--- config.mk ---
export PLATFORM = sky130hd
export DESIGN_NAME = ebo_bus_owner
export DESIGN_NICKNAME = d
export VERILOG_FILES = /design/src/pkg/ebo_pkg.sv /design/src/hw/ebo_bus_owner.sv
export SDC_FILE = /design/constraint.sdc
export NUM_CORES = 1
export LEC_CHECK = 0
export BUFFER_PORTS_ARGS = -buffer_cell sky130_fd_sc_hd__buf_4
export CORE_UTILIZATION = 38
export CTS_CLUSTER_SIZE = 30
export DETAILED_ROUTE_END_ITERATION = 6
export PLACE_DENSITY_LB_ADDON = 0.25
export SETUP_SLACK_MARGIN = 0.5
export SLEW_MARGIN = 20
export SYNTH_ARGS = -nofsm -noshare
export SYNTH_HDL_FRONTEND = slang
export SYNTH_SLANG_ARGS = --single-unit
--- constraint.sdc ---
create_clock -name sys_clk_i -period 1.2 [get_ports sys_clk_i]
set_input_delay 0.12 -clock sys_clk_i [delete_from_list [all_inputs] [get_ports sys_clk_i]]
set_output_delay 0.12 -clock sys_clk_i [all_outputs]
set_load 0.02 [all_outputs]
--- src/pkg/ebo_pkg.sv ---
// constants and types for the external bus ownership control block
package ebo_pkg;

    // number of peer request lines and strap width
    localparam int EBO_NUM_PEERS = 6;
    localparam int EBO_ID_W = 3;

    // strap code of a single-processor system
    localparam logic [2:0] EBO_ID_SINGLE = 3'h0;

    // values after reset
    localparam logic EBO_RST_DRIVE_OFF_N = 1'h1;
    localparam logic EBO_RST_GRANT_N = 1'h1;
    localparam logic [2:0] EBO_RST_ID = 3'h0;

    // ownership states
    typedef enum logic [2:0] {
        EBO_IDLE,
        EBO_REQ,
        EBO_MASTER,
        EBO_HOST_REL,
        EBO_HOST_GRANT
    } ebo_state_type;

    // peer request pins, one output and one enable per line
    typedef struct packed {
        logic [EBO_NUM_PEERS-1:0] out_n;
        logic [EBO_NUM_PEERS-1:0] oe_n;
    } ebo_peer_pins_type;

    // all state of the block
    typedef struct packed {
        ebo_state_type state;
        logic [EBO_ID_W-1:0] id;
        logic captured;
        logic bus_oe_n;
        logic grant_n;
        logic grant_oe_n;
    } ebo_regs_type;

endpackage : ebo_pkg

--- src/hw/ebo_bus_owner.sv ---
// external bus ownership control: host grant, suspend, ready and peer requests
`timescale 1ns/10ps

module ebo_bus_owner (
    input wire logic sys_clk_i,
    input wire logic sys_rst_i,
    input wire logic suspend_bus_tristate_n_i,
    input wire logic host_bus_request_n_i,
    input wire logic host_chip_select_n_i,
    input wire logic host_access_wait_i,
    input wire logic ready_active_drive_sel_i,
    input wire logic [2:0] processor_identity_straps_i,
    input wire logic [5:0] peer_bus_request_n_i,
    input wire logic host_bus_grant_n_i,
    input wire logic core_bus_want_i,
    input wire logic core_access_i,
    output logic core_stall_o,
    output logic bus_master_o,
    output logic ext_bus_oe_n_o,
    output logic host_bus_grant_n_o,
    output logic host_bus_grant_oe_n_o,
    output logic host_access_ready_o,
    output logic host_access_ready_oe_n_o,
    output logic host_grant_seen_o,
    output ebo_pkg::ebo_peer_pins_type peer_bus_o
);

    ebo_pkg::ebo_regs_type regs_ff;
    ebo_pkg::ebo_regs_type nxt_regs;
    logic host_req;
    logic single_proc;
    logic [5:0] own_sel;
    logic [5:0] peer_req;
    logic [5:0] higher_mask;
    logic higher_req;

    // how the pieces fit together:
    // the straps are caught once, at the first edge after reset, and then frozen;
    // a captured code of 1 to 6 picks the one peer request line that this block may drive,
    // every other line is only watched, and lower line numbers win among peers;
    // a host request outranks every peer and pulls an owned bus away in two steps,
    // first the external bus floats, one cycle later the host grant goes low;
    // suspend floats the bus for the following cycle whatever the state is,
    // so a core access has to stall until suspend lifts and the bus is driven again

    // one-hot select of the own peer line from the captured straps
    genvar gi;
    generate
        for (gi = 0; gi < ebo_pkg::EBO_NUM_PEERS; gi++) begin : g_peer
            assign own_sel[gi] = regs_ff.captured && (regs_ff.id == 3'(gi + 1));
            assign higher_mask[gi] = (3'(gi + 1) < regs_ff.id);
            // drive only the own line, float the rest for monitoring
            assign peer_bus_o.oe_n[gi] = ~own_sel[gi];
            assign peer_bus_o.out_n[gi] = ~(own_sel[gi] && regs_ff.state == ebo_pkg::EBO_REQ
                                            || own_sel[gi] && regs_ff.state == ebo_pkg::EBO_MASTER);

        end
    endgenerate

    // lines of lower number win among peers; unused ones idle high on the board
    assign host_req = ~host_bus_request_n_i;
    assign single_proc = (regs_ff.id == ebo_pkg::EBO_ID_SINGLE);
    assign peer_req = ~peer_bus_request_n_i & ~own_sel;
    assign higher_req = |(peer_req & higher_mask);

    // ownership state machine and registered pin state
    always_comb begin
        nxt_regs = regs_ff;
        // straps caught once after reset release, never while running
        if (!regs_ff.captured) begin
            nxt_regs.id = processor_identity_straps_i;
            nxt_regs.captured = 1'b1;
        end
        case (regs_ff.state)
            ebo_pkg::EBO_IDLE: begin
                if (regs_ff.captured && core_bus_want_i && !host_req) begin
                    if (single_proc) begin
                        nxt_regs.state = ebo_pkg::EBO_MASTER;
                    end else begin
                        nxt_regs.state = ebo_pkg::EBO_REQ;
                    end
                end
            end
            ebo_pkg::EBO_REQ: begin
                // a host request blocks the win even if no peer competes
                if (!core_bus_want_i) begin
                    nxt_regs.state = ebo_pkg::EBO_IDLE;
                end else if (!host_req && !higher_req) begin
                    nxt_regs.state = ebo_pkg::EBO_MASTER;
                end
            end
            ebo_pkg::EBO_MASTER: begin
                if (host_req) begin
                    nxt_regs.state = ebo_pkg::EBO_HOST_REL;
                end else if (!core_bus_want_i) begin
                    nxt_regs.state = ebo_pkg::EBO_IDLE;
                end
            end
            ebo_pkg::EBO_HOST_REL: begin
                // bus already floated for a cycle before the grant goes low
                if (host_req) begin
                    nxt_regs.state = ebo_pkg::EBO_HOST_GRANT;
                end else begin
                    nxt_regs.state = ebo_pkg::EBO_MASTER;
                end
            end
            ebo_pkg::EBO_HOST_GRANT: begin
                if (!host_req) begin
                    nxt_regs.state = core_bus_want_i ? ebo_pkg::EBO_MASTER
                                                     : ebo_pkg::EBO_IDLE;
                end
            end
            default: begin
                nxt_regs.state = ebo_pkg::EBO_IDLE;
            end
        endcase
        // bus drivers on only as master and never in the cycle after a suspended one
        nxt_regs.bus_oe_n = ~(nxt_regs.state == ebo_pkg::EBO_MASTER
                              && suspend_bus_tristate_n_i);
        nxt_regs.grant_n = ~(nxt_regs.state == ebo_pkg::EBO_HOST_GRANT);
        nxt_regs.grant_oe_n = ~(nxt_regs.state == ebo_pkg::EBO_MASTER
                                || nxt_regs.state == ebo_pkg::EBO_HOST_REL
                                || nxt_regs.state == ebo_pkg::EBO_HOST_GRANT);
    end

    // state register; constants only under reset
    // the straps are not read here on purpose: a reset branch that copies an input
    // would make the reset value depend on a pin, which the async path must avoid
    always_ff @(posedge sys_clk_i or posedge sys_rst_i) begin
        if (sys_rst_i) begin
            regs_ff.state <= ebo_pkg::EBO_IDLE;
            regs_ff.id <= ebo_pkg::EBO_RST_ID;
            regs_ff.captured <= 1'b0;
            regs_ff.bus_oe_n <= ebo_pkg::EBO_RST_DRIVE_OFF_N;
            regs_ff.grant_n <= ebo_pkg::EBO_RST_GRANT_N;
            regs_ff.grant_oe_n <= ebo_pkg::EBO_RST_DRIVE_OFF_N;
        end else begin
            regs_ff <= nxt_regs;
        end
    end

    // core side: an access waits until suspend lifts and the bus is ours
    assign core_stall_o = core_access_i && (!suspend_bus_tristate_n_i || regs_ff.bus_oe_n);
    assign bus_master_o = (regs_ff.state == ebo_pkg::EBO_MASTER);
    assign ext_bus_oe_n_o = regs_ff.bus_oe_n;
    assign host_bus_grant_n_o = regs_ff.grant_n;
    assign host_bus_grant_oe_n_o = regs_ff.grant_oe_n;
    // a non-master only watches the shared grant line
    assign host_grant_seen_o = ~host_bus_grant_n_i;

    // ready: open drain only ever pulls low, active drive also drives high
    // the value itself is always present; only the enable decides whether the pin
    // sees it, so the open drain case relies on the board pull-up for the high level
    always_comb begin
        host_access_ready_o = ~host_access_wait_i;
        host_access_ready_oe_n_o = 1'b1;
        if (!host_chip_select_n_i && host_req) begin
            if (ready_active_drive_sel_i || host_access_wait_i) begin
                host_access_ready_oe_n_o = 1'b0;
            end
        end
    end
endmodule : ebo_bus_owner

Yosys cells after proc, flatten, opt, wreduce, memory -nomap -nowiden
Cells that the tools add are included.

operators by class
  multiplexer cells = 12
  shifts and indexed selects = 0
  reductions and logical operators = 40
  multiply operators = 0
  equal/unequal tests = 13
  add/subtract/negate cells = 0
  bitwise gates (word level) = 22
  divide/modulo/power cells = 0
  order comparisons = 6

operator list
  kind                  number
  $logic_and A1 B1 Y1   24
  $mux W3               7
  $eq A3 B2 Y1 const B  6
  $not A1 Y1            18
  $eq A3 B3 Y1 const B  5
  $pmux W3 S5           1
  $and A6 B6 Y6         2
  $not A6 Y6            2
  $logic_or A1 B1 Y1    10
  $lt A3 B3 Y1 const A  3
  $eq A3 B1 Y1 const B  2
  $logic_not A3 Y1      2
  $lt A2 B3 Y1 const A  2
  $reduce_or A6 Y1      1
  $mux W2               2
  $logic_not A1 Y1      3
  $lt A1 B3 Y1 const A  1
  $mux W1               2

storage, ports and cells
  register bits = 10
  output and inout port bits = 20
  input bits = 19
  bits in writable memories = 0
  logic and storage cells = 99
  memories kept = 0
  latch bits = 0
  bits in read-only memories = 0

Depth between registers and ports, before layout
  depth in word-level cells = 15
  depth in mapped cells = 5
  mapped depth without buffers = 4

Least setup slack after synthesis
Ideal clock, no wire load.

  path kind = register -> output
  start point = reg regs_ff[8] in the netlist's numbering
  end point = out peer_bus_o[11] in the netlist's numbering
  path slack = -0.133 ns
  buffers on the path = 0
  data arrival time = 1.213 ns
  cell stages (with the launch flop) = 4
  data required time = 1.080 ns
  cells stage by stage = dfrtp_1 xnor2_1 nor4b_1 nand3_1

RTL lines
  what                    RTL line              text
  start, declared         ebo_bus_owner.sv:28   ebo_pkg::ebo_regs_type regs_ff;
  start signal, assigned  ebo_bus_owner.sv:138  regs_ff <= nxt_regs;
  end, declared           ebo_bus_owner.sv:25   output ebo_pkg::ebo_peer_pins_type peer_bus_o

==> run metrics <==
status=finished, violations left; failing checks=DRC, hold timing, setup timing; sequential area share after synthesis=37.5%; total negative slack=-5150 ps; Max VDD drop=1.05 mV; DR top layer=met4; Placed Area=1130 sq um; fmax=624 MHz; via count=956; DP Worst Slack=-173 ps; R2R Path Start=regs_ff[5]; reg2reg path depth=5; Setup-failing EPs final=20; RSZ-0062 raised after global routing=yes; worst skew pair latency=260 ps; area delta synth->final=127%; Net Sw Frac=39.9%; DRT iter0 DRCs=15; Post-synth EDFFs=0; root buf cell=clkbuf_4; clock period minus final worst setup slack=1600 ps; Hold Slack=-178 ps; vias in the first global route=885; H-Tree Depth=1; DR DRC count=2; wire length per cell=21.6 um; Initial Util=42.5%; Worst Setup Path Type=reg -> out; commonest non-fill, non-tap cell in the layout=buf_4; Req. time, crit path=1080 ps; io pins=39; nets=161; Total GRT Usage=29.1%; Pint=0.00108 W; Synth Register Bits=10; asr flop ratio synth=100%; crit share post-route=134%; Area contributors post-synth=dfrtp_1 (26%), dfstp_2 (12%), nand2_1 (5.5%); clk buf depth=2; largest family of logic cells by synthesized area=simple AND/OR/NAND/NOR gates; initial antenna violation count=0; fin cells=165; PwrDens=1170 nW/um^2; CP max FO=3; global-route wire length before repair=4020 um; combinational fraction of design power=59.2%; Net Sw Power=0.000719 W; CTS tree=built; DP Wirelength=1490 um; final setup margin=-403 ps; crit path DAT=1480 ps; Pre-Repair DR Iteration Count=6; commonest non-fill, non-tap cells in the layout=buf_4 (35), buf_6 (28), nand3_2 (5), nand2_1 (5); number of placement rows=14; Reg power frac=27.8%; CTS Sinks=10; post-route cell area=1540 sq um; Clock Skews=4.12 ps; Buffers on Ports=38; DRT antenna net count=0; Die W=44.2 um; largest net degree at the start of global routing=11; post-synth cell types=31; grt ovf=0; gp weighted congestion=0.810; syn_nets=97; R2R Path End=regs_ff[8]; DR WL met2=1870 um; Die Footprint=1960 sq um; DRT met1 WL=1190 um; area share of the largest cell type after synthesis=25.8%; max-capacitance violation count=0; Post-Place Cells=148; Antenna Cells=0; post-synthesis cell count=78; cell area after synthesis=678 sq um; Syn. warnings=0; reg-to-reg setup timing slack=-270 ps; Reg clk slew, reported paths=60 ps; Slew Limit Fails=0; number of buffers created by CTS=3; Worst Hold Class=in -> async; Vias/cell=5.79; PnR Total Power=0.00180 W; share of cells above drive strength 1=80.9%; syn_area_per_cell=8.69 sq um; Clock power frac=13.0%; Synth Area in XOR/XNOR=1.29%; Final Hold Vio Count=7; P_leak=0.687 nW; top cell type by total area after synthesis=dfrtp_1; met3 WL=277 um; critical path endpoint category=output port; Synth Flop Type=dfrtp_1; Core Region=1590 sq um; height of the die=44.2 um; drt total wl=3570 um; CP startpoint kind=flip-flop; adder-cell share of the synthesized area=0%; Compound-Gate Fraction of Synth Area=15.1%; mux contribution to synthesized area=4.98%; post-synthesis simple-gate area fraction=33.4%
## state kept, by name, summed over array words and instances (netlist names)
name,count
host_bus_grant_n_o,1
ext_bus_oe_n_o,1
regs_ff,7
host_bus_grant_oe_n_o,1
## power by group through the flow
stage | clock, W | combinational [W] | sequential, W
floorplan | 0 | 0.000372 | 0.000496
global placement | 0 | 0.000629 | 0.000485
detailed placement | 0 | 0.000643 | 0.000488
CTS | 0.000249 | 0.000852 | 0.000469
global route | 0.000258 | 0.00111 | 0.000499
finish | 0.000235 | 0.00107 | 0.000500
## worst max-delay path by stage
stage / from / slack (ps) / depth (start not counted) / endpoint
after floorplan: regs_ff[8] / -20 / 3 / peer_bus_o[11]
after global placement: regs_ff[5] / -120 / 4 / regs_ff[8]
after detailed placement: regs_ff[6] / -170 / 4 / ext_bus_oe_n_o
after CTS: regs_ff[8] / -400 / 4 / peer_bus_o[11]
after global routing: regs_ff[7] / -470 / 4 / peer_bus_o[11]
final: regs_ff[7] / -400 / 4 / peer_bus_o[9]
## synth_stat cells (2+ instances only)
cell,instances
mux2_2,3
nor3b_1,2
nand2_1,10
buf_2,3
dfrtp_1,7
dfstp_2,3
nor2_1,4
nor2b_1,4
o21ai_0,4
inv_1,6
nand3_1,7
nor3_1,4
a21boi_0,2
a21oi_1,2
## cells by family (layout without fill, tap and decap cells)
| kind of cell | Yosys count | count (layout) |
|---|---|---|
| buffers and inverters | 11 | 74 |
| XOR/XNOR | 1 | 1 |
| flip-flops | 10 | 10 |
| AND/OR/NAND/NOR | 38 | 38 |
| multiplexers | 3 | 3 |
| other | 1 | 1 |
| AO/OA/AOI/OAI | 14 | 14 |
## routing by layer
metal	GRT usage, %	vias up
met1	32.5	452
li1	-	398
met2	51.5	76
met3	3.27	30
met5	0	-
met4	19.4	0
## worst max-delay path: stages (launching register included)
cell,delay [ps]
dfrtp_1,430
xnor2_2,180
nor4b_4,300
nand2_1,150
buf_6,160
## through the flow
step                util [%]  hold WS, ps
CTS                     87.0         -173
finish                  96.5         -178
floorplan                  -        -42.0
detailed placement      71.2          115
global route            96.5         -158
global placement        71.2          112
## what timing repair did
action                                  CTS  global route
pin swaps                                11            15
gates cloned                              0             0
endpoints found under the setup margin   26            27
setup buffers                            10             3
gates resized for setup                  40            26
hold endpoints to repair                  7             7
## cell type report
cell class | count | area [sq um]
flip-flops and latches | 10 | 259
fillers | 30 | 55.1
well taps | 24 | 30.0
multi-input cells | 57 | 619
inverters | 7 | 26.3
repair buffers | 63 | 578
clock buffers | 4 | 26.3
Power figures use the tool's default switching activity.
